===== src/core/nvm_pkg.sv =====
// Constants and types of the nonvolatile byte access controller
package nvm_pkg;

    // Storage geometry
    localparam int          ADDR_W            = 7;
    localparam int          DEPTH             = 128;

    // Register placement: sector select plus offset within the sector
    localparam logic        CTRL_SECTOR       = 1'b1;
    localparam logic [7:0]  CTRL_OFFSET       = 8'h40;
    localparam logic        DATA_SECTOR       = 1'b0;
    localparam logic [7:0]  ADDR_OFFSET       = 8'h46;
    localparam logic [7:0]  DATA_OFFSET       = 8'h47;

    // Control register fields
    localparam int          WRITE_ENABLE_BIT_BIT          = 3;
    localparam int          WR_BIT            = 2;
    localparam int          READ_ENABLE_BIT_BIT          = 1;
    localparam int          RD_BIT            = 0;

    // Values after reset
    localparam logic [6:0]  ADDR_RESET        = 7'h00;
    localparam logic [7:0]  DATA_RESET        = 8'h00;
    localparam logic        CTRL_BIT_RESET    = 1'b0;
    localparam logic [7:0]  RDATA_RESET       = 8'h00;

    // Timing
    localparam int          CLOCK_HZ          = 25_000_000;
    localparam int          CLOCK_PERIOD_NS   = 1_000_000_000 / CLOCK_HZ;
    localparam int          READ_TIME_NS      = 80;
    localparam int          READ_CYCLES_RAW   =
        (READ_TIME_NS + CLOCK_PERIOD_NS - 1) / CLOCK_PERIOD_NS;
    localparam int          READ_CYCLES       =
        (READ_CYCLES_RAW < 2) ? 2 : READ_CYCLES_RAW;
    localparam int          WRITE_SUB_TICKS   = 64;
    localparam int          CNT_W             = 16;

    typedef enum logic [1:0] {
        NVM_IDLE,
        NVM_READ,
        NVM_WRITE
    } nvm_state_t;

endpackage : nvm_pkg


===== src/core/nvm_store_if.sv =====
// Port bundle between the controller and the byte store
`timescale 1ns/100ps
`default_nettype none
interface nvm_store_if;
    logic [6:0] addr;
    logic [7:0] wdata;
    logic       we;
    logic       re;
    logic [7:0] rdata;

    modport ctl   (output addr, output wdata, output we, output re,
                   input rdata);
    modport store (input addr, input wdata, input we, input re,
                   output rdata);
endinterface : nvm_store_if
`default_nettype wire

===== src/core/nvm_access_ctrl.sv =====
// Access controller for the 128-byte nonvolatile data store
//
// Summary of operation
// - 128 bytes stored, addresses 00H to 7FH
// - Byte access only via address, data, control
// - Address register seven bits, top reads zero
// - Data register eight bits, cleared at reset
// - Control low four bits only, upper zero
// - No write while write enable is clear
// - Write trigger needs enable; cleared when done
// - No read while read enable is clear
// - Read trigger needs enable; cleared when done
// - Read byte lands in data register, stays
// - Enable then trigger on consecutive writes
// - Write end raises done and multi-function flags
// - Write enable cleared at reset
`timescale 1ns/100ps
`default_nettype none
module nvm_access_ctrl #(
    parameter int WRITE_SUB_TICKS = nvm_pkg::WRITE_SUB_TICKS
) (
    input  wire logic       clock,
    input  wire logic       reset_n,
    input  wire logic       clock_en,
    input  wire logic       sfr_sector,
    input  wire logic [7:0] sfr_addr,
    input  wire logic       sfr_write,
    input  wire logic       sfr_read,
    input  wire logic [7:0] sfr_wdata,
    output var  logic [7:0] sfr_rdata,
    input  wire logic       sub_clock,
    input  wire logic       done_flag_clear,
    output var  logic       nvm_write_done_flag,
    output var  logic       multi_function_request,
    output var  logic       busy
);
    localparam logic [nvm_pkg::CNT_W-1:0] WRITE_LAST =
        nvm_pkg::CNT_W'(WRITE_SUB_TICKS - 1);
    localparam logic [nvm_pkg::CNT_W-1:0] READ_LAST  =
        nvm_pkg::CNT_W'(nvm_pkg::READ_CYCLES - 1);

    // Register state
    logic [6:0]                 nvm_byte_address;
    logic [7:0]                 nvm_byte_data;
    logic                       write_enable_bit;
    logic                       write_trigger;
    logic                       read_enable_bit;
    logic                       read_trigger;
    nvm_pkg::nvm_state_t        state;
    logic [nvm_pkg::CNT_W-1:0]  count;
    logic [6:0]                 held_addr;
    logic [7:0]                 held_data;

    logic [6:0]                 next_byte_address;
    logic [7:0]                 next_byte_data;
    logic                       next_write_enable_bit;
    logic                       next_write_trigger;
    logic                       next_read_enable_bit;
    logic                       next_read_trigger;
    nvm_pkg::nvm_state_t        next_state;
    logic [nvm_pkg::CNT_W-1:0]  next_count;
    logic [6:0]                 next_held_addr;
    logic [7:0]                 next_held_data;
    logic [7:0]                 next_sfr_rdata;
    logic                       next_done_flag;
    logic                       next_mf_request;
    logic                       next_busy;

    logic                       sel_ctrl;
    logic                       sel_addr;
    logic                       sel_data;
    logic                       write_finish;
    logic                       read_finish;
    logic                       sub_tick;
    logic [7:0]                 ctrl_view;
    logic                       ctrl_write;
    logic                       start_write;
    logic                       start_read;

    nvm_store_if store_bus ();

    nvm_pin_sync u_sub_sync (
        .clock    (clock),
        .reset_n  (reset_n),
        .clock_en (clock_en),
        .pin      (sub_clock),
        .rise     (sub_tick)
    );

    nvm_byte_store #(
        .DEPTH (nvm_pkg::DEPTH)
    ) u_store (
        .clock    (clock),
        .reset_n  (reset_n),
        .clock_en (clock_en),
        .bus      (store_bus.store)
    );

    // Storage is never mapped; only these three registers reach it
    assign sel_ctrl = (sfr_sector == nvm_pkg::CTRL_SECTOR)
                   && (sfr_addr == nvm_pkg::CTRL_OFFSET);
    assign sel_addr = (sfr_sector == nvm_pkg::DATA_SECTOR)
                   && (sfr_addr == nvm_pkg::ADDR_OFFSET);
    assign sel_data = (sfr_sector == nvm_pkg::DATA_SECTOR)
                   && (sfr_addr == nvm_pkg::DATA_OFFSET);

    // Write length counted on synchronised sub clock edges
    assign write_finish = (state == nvm_pkg::NVM_WRITE) && sub_tick
                       && (count == WRITE_LAST);
    assign read_finish  = (state == nvm_pkg::NVM_READ)
                       && (count == READ_LAST);

    // Address taken from the register for reads, latched copy for writes
    assign store_bus.addr  = (state == nvm_pkg::NVM_WRITE) ? held_addr
                                                           : nvm_byte_address;
    assign store_bus.wdata = held_data;
    assign store_bus.we    = write_finish;
    assign store_bus.re    = (state == nvm_pkg::NVM_READ);

    assign ctrl_view = {4'h0, write_enable_bit, write_trigger,
                        read_enable_bit, read_trigger};

    // Control writes count only while idle; busy drops them, none queued
    assign ctrl_write  = sfr_write && sel_ctrl
                      && (state == nvm_pkg::NVM_IDLE);
    // Trigger looks at the enable as it stood before this write,
    // so enable and trigger in one write start a cycle only if the enable was already set
    assign start_write = ctrl_write && sfr_wdata[nvm_pkg::WR_BIT]
                      && write_enable_bit;
    // Write wins when both triggers qualify
    assign start_read  = ctrl_write && !start_write
                      && sfr_wdata[nvm_pkg::RD_BIT]
                      && read_enable_bit;

    // Register group: address, data and control bits
    always_comb begin
        next_byte_address     = nvm_byte_address;
        next_byte_data        = nvm_byte_data;
        next_write_enable_bit = write_enable_bit;
        next_write_trigger    = write_trigger;
        next_read_enable_bit  = read_enable_bit;
        next_read_trigger     = read_trigger;

        if (sfr_write && sel_addr) begin
            next_byte_address = sfr_wdata[6:0];
        end
        if (sfr_write && sel_data) begin
            next_byte_data = sfr_wdata;
        end

        // Enables move only on an accepted control write
        if (ctrl_write) begin
            next_write_enable_bit = sfr_wdata[nvm_pkg::WRITE_ENABLE_BIT_BIT];
            next_read_enable_bit  = sfr_wdata[nvm_pkg::READ_ENABLE_BIT_BIT];
        end
        if (start_write) begin
            next_write_trigger = 1'b1;
        end
        // Hardware clears each trigger at the end of its own cycle
        if (write_finish) begin
            next_write_trigger = 1'b0;
        end
        if (start_read) begin
            next_read_trigger = 1'b1;
        end

        if (read_finish) begin
            // Fetched byte wins over a data write in the same cycle
            next_byte_data    = store_bus.rdata;
            next_read_trigger = 1'b0;
        end
    end

    // Access engine: state, cycle count and latched write operands
    always_comb begin
        next_state     = state;
        next_count     = count;
        next_held_addr = held_addr;
        next_held_data = held_data;

        unique case (state)
            nvm_pkg::NVM_IDLE: begin
                if (start_write) begin
                    next_state     = nvm_pkg::NVM_WRITE;
                    next_count     = '0;
                    // Operands latched so the registers may change freely
                    next_held_addr = nvm_byte_address;
                    next_held_data = nvm_byte_data;
                end else if (start_read) begin
                    next_state = nvm_pkg::NVM_READ;
                    next_count = '0;
                end
            end
            nvm_pkg::NVM_READ: begin
                // Two-cycle fetch: address out, then byte captured
                if (read_finish) begin
                    next_state = nvm_pkg::NVM_IDLE;
                    next_count = '0;
                end else begin
                    next_count = count + 1'b1;
                end
            end
            nvm_pkg::NVM_WRITE: begin
                // Control writes ignored while the cell is programmed
                if (write_finish) begin
                    next_state = nvm_pkg::NVM_IDLE;
                    next_count = '0;
                end else if (sub_tick) begin
                    next_count = count + 1'b1;
                end
            end

            default: begin
                // Unused code falls back to idle
                next_state = nvm_pkg::NVM_IDLE;
                next_count = '0;
            end
        endcase
    end

    // Read port and flags; a set in the cycle of a clear is kept
    always_comb begin
        next_sfr_rdata = sfr_rdata;
        if (sfr_read) begin
            if (sel_addr) begin
                next_sfr_rdata = {1'b0, nvm_byte_address};
            end else if (sel_data) begin
                next_sfr_rdata = nvm_byte_data;
            end else if (sel_ctrl) begin
                next_sfr_rdata = ctrl_view;
            end else begin
                next_sfr_rdata = 8'h00;
            end
        end
        next_done_flag = nvm_write_done_flag;
        if (done_flag_clear) begin
            next_done_flag = 1'b0;
        end
        if (write_finish) begin
            next_done_flag = 1'b1;
        end
        next_mf_request = write_finish;
        next_busy       = (next_state != nvm_pkg::NVM_IDLE);
    end

    // Register group flops
    always_ff @(posedge clock) begin
        if (!reset_n) begin
            nvm_byte_address <= nvm_pkg::ADDR_RESET;
            nvm_byte_data    <= nvm_pkg::DATA_RESET;
            write_enable_bit <= nvm_pkg::CTRL_BIT_RESET;
            write_trigger    <= nvm_pkg::CTRL_BIT_RESET;
            read_enable_bit  <= nvm_pkg::CTRL_BIT_RESET;
            read_trigger     <= nvm_pkg::CTRL_BIT_RESET;
        end else if (clock_en) begin
            nvm_byte_address <= next_byte_address;
            nvm_byte_data    <= next_byte_data;
            write_enable_bit <= next_write_enable_bit;
            write_trigger    <= next_write_trigger;
            read_enable_bit  <= next_read_enable_bit;
            read_trigger     <= next_read_trigger;
        end
    end

    // Access engine flops
    always_ff @(posedge clock) begin
        if (!reset_n) begin
            state     <= nvm_pkg::NVM_IDLE;
            count     <= '0;
            held_addr <= nvm_pkg::ADDR_RESET;
            held_data <= nvm_pkg::DATA_RESET;
        end else if (clock_en) begin
            state     <= next_state;
            count     <= next_count;
            held_addr <= next_held_addr;
            held_data <= next_held_data;
        end
    end

    // Output flops: every top output leaves from here
    always_ff @(posedge clock) begin
        if (!reset_n) begin
            sfr_rdata              <= nvm_pkg::RDATA_RESET;
            nvm_write_done_flag    <= 1'b0;
            multi_function_request <= 1'b0;
            busy                   <= 1'b0;
        end else if (clock_en) begin
            sfr_rdata              <= next_sfr_rdata;
            nvm_write_done_flag    <= next_done_flag;
            multi_function_request <= next_mf_request;
            busy                   <= next_busy;
        end
    end
endmodule : nvm_access_ctrl
`default_nettype wire


===== src/core/nvm_byte_store.sv =====
// Byte-wide nonvolatile storage array
`timescale 1ns/100ps
`default_nettype none
module nvm_byte_store #(
    parameter int DEPTH = nvm_pkg::DEPTH
) (
    input  wire logic  clock,
    input  wire logic  reset_n,
    input  wire logic  clock_en,
    nvm_store_if.store bus
);
    logic [7:0] cells [DEPTH];
    logic [7:0] rdata_q;
    logic [7:0] next_rdata;

    assign bus.rdata = rdata_q;

    always_comb begin
        next_rdata = bus.re ? cells[bus.addr] : rdata_q;
    end

    // Cells keep their content over reset, as nonvolatile storage does
    always_ff @(posedge clock) begin
        if (clock_en && bus.we) begin
            cells[bus.addr] <= bus.wdata;
        end
    end

    always_ff @(posedge clock) begin
        if (!reset_n) begin
            rdata_q <= nvm_pkg::DATA_RESET;
        end else if (clock_en) begin
            rdata_q <= next_rdata;
        end
    end
endmodule : nvm_byte_store
`default_nettype wire


===== src/core/nvm_pin_sync.sv =====
// Three-stage input synchroniser with agreement filter and rise pulse
`timescale 1ns/100ps
`default_nettype none
module nvm_pin_sync (
    input  wire logic clock,
    input  wire logic reset_n,
    input  wire logic clock_en,
    input  wire logic pin,
    output var  logic rise
);
    logic [2:0] stage;
    logic       level;
    logic [2:0] next_stage;
    logic       next_level;
    logic       next_rise;

    // Level only moves when the two settled stages agree
    always_comb begin
        next_stage = {stage[1:0], pin};
        next_level = (stage[1] == stage[2]) ? stage[2] : level;
        next_rise  = next_level & ~level;
    end

    always_ff @(posedge clock) begin
        if (!reset_n) begin
            stage <= 3'h0;
            level <= 1'b0;
            rise  <= 1'b0;
        end else if (clock_en) begin
            stage <= next_stage;
            level <= next_level;
            rise  <= next_rise;
        end
    end
endmodule : nvm_pin_sync
`default_nettype wire


===== config.mk =====
export PLATFORM = sky130hd
export DESIGN_NAME = nvm_access_ctrl
export DESIGN_NICKNAME = d
export VERILOG_FILES = /design/src/core/nvm_pkg.sv /design/src/core/nvm_store_if.sv /design/src/core/nvm_access_ctrl.sv /design/src/core/nvm_byte_store.sv /design/src/core/nvm_pin_sync.sv
export SDC_FILE = /design/constraint.sdc
export NUM_CORES = 1
export LEC_CHECK = 0
export ABC_AREA = 1
export BUFFER_PORTS_ARGS = -buffer_cell sky130_fd_sc_hd__buf_2
export CORE_UTILIZATION = 35
export DETAILED_ROUTE_END_ITERATION = 12
export GPL_TIMING_DRIVEN = 0
export PLACE_DENSITY_LB_ADDON = 0.05
export SYNTH_ARGS = -nofsm -noshare
export SYNTH_HDL_FRONTEND = slang
export SYNTH_SLANG_ARGS = --single-unit

===== constraint.sdc =====
create_clock -name clock -period 7 [get_ports clock]
set_input_delay 0.7 -clock clock [delete_from_list [all_inputs] [get_ports clock]]
set_output_delay 0.7 -clock clock [all_outputs]
set_load 0.1 [all_outputs]

Yosys cells after proc, flatten, opt, wreduce, memory -nomap -nowiden
Memory sizes are Yosys's and may differ from the RTL's. A register that Yosys moved wholly into a read port is not among the register bits.
Index checks and enable logic that the tools add are counted.
- shift-type cells: 0
- multiply operators: 0
- div/mod/pow operators: 0
- add/sub/neg operators: 1
- reduce and logical (&&, ||, !) cells: 34
- $lt $le $gt $ge: 0
- mux-type cells: 26
- eq/ne operators: 10
- bitwise gates (word level): 3
- operators with widths (operator ; count):
    16-bit two-way mux ; 5
    16-bit one-hot mux with 3 select lines ; 1
    8-bit two-way mux ; 4
    8-bit by 7-bit equality test with 1-bit output, second input constant ; 3
    16-bit by 1-bit adder with 16-bit output, second input constant ; 1
    16-bit by 1-bit equality test with 1-bit output, second input constant ; 1
    16-bit by 6-bit equality test with 1-bit output, second input constant ; 1
    1-bit logical AND ; 16
    2-bit AND reduction ; 8
    2-bit nonzero test ; 5
    1-bit two-way mux ; 9
    2-bit two-way mux ; 4
    7-bit two-way mux ; 1
    2-bit one-hot mux with 3 select lines ; 1
    3-bit AND reduction ; 2
    4-bit two-way mux ; 1
    3-bit by 1-bit inequality test with 1-bit output, second input constant ; 1
    3-bit inequality test, second input constant ; 1
    2-bit by 1-bit equality test with 1-bit output, second input constant ; 1
    2-bit equality test, second input constant ; 1
    1-bit logical NOT ; 2
    2-bit logical NOT ; 1
    1-bit NOT ; 2
    1-bit AND ; 1
    1-bit equality test ; 1
- bits in latches: 0
- memories kept: 1
- output and inout port bits: 11
- bits of input ports: 24
- flip-flop bits (word level): 68
- ROM bits: 0
- word-level logic and storage cells: 92
- bits in writable memories: 1024
- memory list (name ; depth ; width ; rd ports ; clocked after memory_dff ; write ports ; line ; text):
    u_store.cells ; 128 ; 8 ; 1 ; 1 ; 1 ; nvm_byte_store.sv:12 ; logic [7:0] cells [DEPTH];

Longest topological paths before layout
- word-level depth: 14
- gate-level depth with buffers: 19
- depth with buffers taken out: 16

By module
From an unflattened synthesis, not the netlist that was laid out.
- cells, all modules: 4685
- area, all modules: 46957.5 um^2
- modules (own cells, without submodules) (module ; seq. area each (um^2) ; area each (um^2) ; instances ; cells an instance):
    nvm_byte_store ; 30909.6 ; 43257.7 ; 1 ; 4146
    nvm_access_ctrl ; 1261.2 ; 3502.1 ; 1 ; 512
    nvm_pin_sync ; 100.1 ; 197.7 ; 1 ; 27

Least setup slack after synthesis
No wires, ideal clock.
- path type: reg-to-reg
- start point: reg state[0]
- end point: mem u_store.cells[105][0] (enable)
- required time: 6630 ps
- period minus slack after synthesis: 2663 ps
- setup slack: 4337 ps
- path buffers: 4
- cell stages (with the launch flop): 12
- arrival time: 2292 ps
- library setup time: 370 ps
- cell sequence: dfxtp_1 -> inv_1 -> ha_1 -> inv_2 -> buf_6 -> nand2_2 -> nand2_4 -> buf_2 -> buf_1 -> nand3_1 -> buf_2 -> nor2_1
- longest elaborated chain between the ends: 6
- elaborated cells on any way between the ends: 7
- those cells by class: eq/ne: 1; mux: 3; reduce/logical: 3
- ends and longest elaborated chain (item ; line ; text):
    start, declared ; nvm_access_ctrl.sv:49 ; nvm_pkg::nvm_state_t state;
    start signal, assigned ; nvm_access_ctrl.sv:268 ; state <= nvm_pkg::NVM_IDLE;
    start signal, assigned ; nvm_access_ctrl.sv:273 ; state <= next_state;
    2-bit equality test (*) ; nvm_access_ctrl.sv:108, nvm_access_ctrl.sv:114 ;
    1-bit logical AND ; nvm_access_ctrl.sv:108 ; assign write_finish = (state == nvm_pkg::NVM_WRITE) && sub_tick
    1-bit logical AND ; nvm_access_ctrl.sv:109 ; && (count == WRITE_LAST);
    1-bit logical AND ; nvm_byte_store.sv:24 ; if (clock_en && bus.we) begin
    1-bit two-way mux ; nvm_byte_store.sv:24 ;
    1-bit two-way mux (not written as such) ; nvm_byte_store.sv:25 ; cells[bus.addr] <= bus.wdata;
    end, declared ; nvm_byte_store.sv:12 ;
Mark *: on every way between the ends. The rest lies on a longest branch, timed or not.

Worst setup path after layout
- start point: reg state[0]
- end point: mem u_store.cells[109][5] (enable)
Same word-level chain as after synthesis.

==> impl_metrics.py <==
metrics = {
    "hold_path": {
        "hold_class": "input pin to flip-flop",
    },
    "detailed_routing": {
        "vias_per_cell": 4.94,
        "wl_met1_um": 78900,
        "drtIter0Drc": 2999,
        "post-route-drc-count": 8,
        "first_pass_iters": 12,
        "maxUsedRoutingLayer": "met5",
        "routed-wl-met2_um": 78600,
        "num_vias": 32600,
        "drt_wl_total_um": 173000,
        "drtAntennaViolNets": 0,
        "dr_wl_met3_um": 10600,
        "wl_per_cell_um": 26.2,
    },
    "sta": {
        "maxSlewHeadroom_pct": 14.8,
        "tightest_slew_ns": 1.27,
        "maxSlewViolCount": 0,
        "clock.fmax_mhz": 181,
        "setup-violations-final": 0,
        "fin_crit_ns": 5.53,
        "rsz0062_at_grt": "no",
        "final_hold_viol_count": 0,
        "setup-tns-final_ns": 0,
        "fin_crit_sh_pct": 79.1,
        "fin_worst_skew_ns": 0.0300,
    },
    "power": {
        "ir_drop_mv": 0.166,
        "p_leak_nw": 22.0,
        "p_total_w": 0.0138,
        "p_per_area_mw_per_mm2": 255,
    },
    "synthesis": {
        "synth-main-ff-cell": "edfxtp_1",
        "synth_top_area_share_pct": 65.0,
        "synth_most_common_cell": "nand2_1",
        "synth_edf_count": 1024,
        "synth_seq_cells": 1100,
        "synth_area_leaders": "edfxtp_1 (65%), nand2_1 (9.0%), inv_1 (6.3%), nor2_1 (4.0%), o211ai_1 (3.4%)",
        "netlist_area_sq_mm": 0.0473,
        "ys_top_cells_by_count": "nand2_1 (1140), edfxtp_1 (1024), inv_1 (790)",
        "async_reset_ff_share_pct": 0,
        "yosysUniqueCellTypes": 43,
        "synth_cells": 4554,
        "avgSynthCellArea_sq_um": 10.4,
        "ys_seq_area_share_pct": 68.2,
        "syn-num-nets": 4584,
        "yosysWarnings": 0,
        "synth.largest_area_cell": "edfxtp_1",
    },
    "placed_design": {
        "io_buffer_count": 34,
        "dpl_cell_area_sq_mm": 0.0501,
        "place_hpwl_um": 118000,
        "dp.cells": 6369,
        "routabilityCongestion": 0.908,
    },
    "critical_path": {
        "required_ns": 7.37,
        "arrival_ns": 5.90,
        "endpoint_kind": "flip-flop",
        "cp_max_fo": 10,
        "crit_type": "flip-flop to flip-flop",
        "cp-start-kind": "flip-flop",
    },
    "cells_and_area": {
        "area_growth_pct": 14.4,
        "nets": 4765,
        "n_antenna_cell": 0,
        "fin_area_sq_mm": 0.0542,
        "layout-drive-gt1-share_pct": 8.92,
        "final_cells": 6598,
        "nFillCells": 13200,
    },
    "global_route": {
        "grt_overflow": 0,
        "grt_pass1_wl_um": 240000,
        "grt_pass1_vias": 30800,
        "grt_usage_pct": 25.4,
        "grt_max_degree": 73,
        "grt_antenna_before_repair": 6,
    },
    "run_status": {
        "status": "complete, but fails checks",
        "violations": "DRC",
    },
    "floorplan": {
        "ios": 35,
        "die-area_sq_mm": 0.137,
        "die_x_um": 370,
        "rows": 134,
        "fp.dieH_um": 370,
        "start_util_pct": 35.4,
        "core_area_sq_mm": 0.134,
    },
    "clocking": {
        "cts_root_buf": "clkbuf_16",
        "cts-resized-gates": 0,
        "post-cts-setup-buffers": 0,
        "cts.sinks": 1100,
        "cts.path.max_buffers": 3,
        "ctsHoldBuffers": 0,
        "htree_num_levels": 4,
        "cts_tree": "yes",
        "insertion_delay_ns": 0.76,
        "clk_pin_slew_ns": 0.06,
        "numCtsBuffers": 132,
    },
    "job": {
        "maxCapViolations": 0,
    },
}
[worst max-delay path, stage by stage, from the launching register on]
cell	delay [ns]
dfxtp_1	0.37
inv_1	0.10
ha_1	0.30
inv_2	0.13
buf_6	0.16
nand2_2	0.07
nand2_4	0.20
buf_2	0.53
buf_1	0.56
nand3_1	1.01
buf_2	0.63
nor2_1	1.04
[report_power, final]
| part | internal, W | switching [W] | leakage, nW | total [W] |
|---|---|---|---|---|
| Combinational | 0.0000151 | 0.0000534 | 7.43 | 0.0000686 |
| Clock | 0.00388 | 0.00279 | 1.99 | 0.00668 |
| Sequential | 0.00707 | 0.00000190 | 12.5 | 0.00708 |
| Total | 0.0110 | 0.00285 | 22.0 | 0.0138 |
[final cells by class]
type                       instances  area [sq um]  area share, %
sequential                      1100         32300           59.6
multi-input combinational       2443         11000           20.2
clock buffer                     174          3550           6.56
inverter                         797          2990           5.52
tap                             1768          2210           4.08
buffer                           214          1130           2.09
timing repair buffer              47           513          0.947
clock inverter                    55           504          0.931
[logic make-up (layout without fill, tap and decap cells)]
kind of cell | Yosys count | count (layout) | share of synthesized area (%)
AO/OA/AOI/OAI | 417 | 417 | 5.68
XOR/XNOR | 4 | 4 | 0.0740
flip-flops | 1100 | 1100 | 68.2
AND/OR/NAND/NOR | 2015 | 2015 | 17.2
adder cells (fa/ha/maj) | 7 | 7 | 0.180
buffers and inverters | 1011 | 1287 | 8.71
[stage by stage]
step / util [%] / hold WS [ns] / setup slack, ns
2_1_floorplan: - / 0.439 / 4.34
3_3_place_gp: 37.2 / 0.455 / 1.27
3_5_place_dp: 37.4 / 0.458 / 1.55
4_1_cts: 40.5 / 0.124 / 1.51
5_1_grt: 40.5 / 0.153 / 1.49
6_report: 40.5 / 0.174 / 1.47
[sequential cells by signal, summed over array words and instances, names as in the netlist, 3 cells and up]
name,cells
held_data,8
u_store.bus.rdata,8
count,16
sfr_rdata,8
nvm_byte_address,7
u_store.cells,1024
held_addr,7
nvm_byte_data,8
u_sub_sync.stage,3
[final timing paths]
path                     startpoint                endpoint  slack, ns  depth (start not counted)
max reg2reg                state[0]   u_store.cells[109][5]       1.47                         11
min                       sub_clock     u_sub_sync.stage[0]       0.17                          3
max                        state[0]   u_store.cells[109][5]       1.47                         11
min reg2reg  multi_function_request  multi_function_request       0.47                          2
[metal layers]
metal	track usage, %	up-vias
met5	0	-
li1	-	15300
met4	7.36	2
met2	40.1	984
met3	4.34	229
met1	35.7	16100
[layout by cell type (no fill, tap or decap), drive strengths merged, types with 2 or more instances in the layout]
cell type,n
o221ai,2
xor2,3
nor2,513
nand4,11
edfxtp,1024
inv,799
o211ai,213
o22ai,13
clkinv,43
or2,7
clkbuf,210
o31ai,2
nor3b,5
bufinv,9
o21ai,134
buf,225
nand3,307
nand2,1147
nor4,4
a211oi,11
nor3,20
dfxtp,76
ha,6
a21oi,40
(Power assumes the default switching activity.)
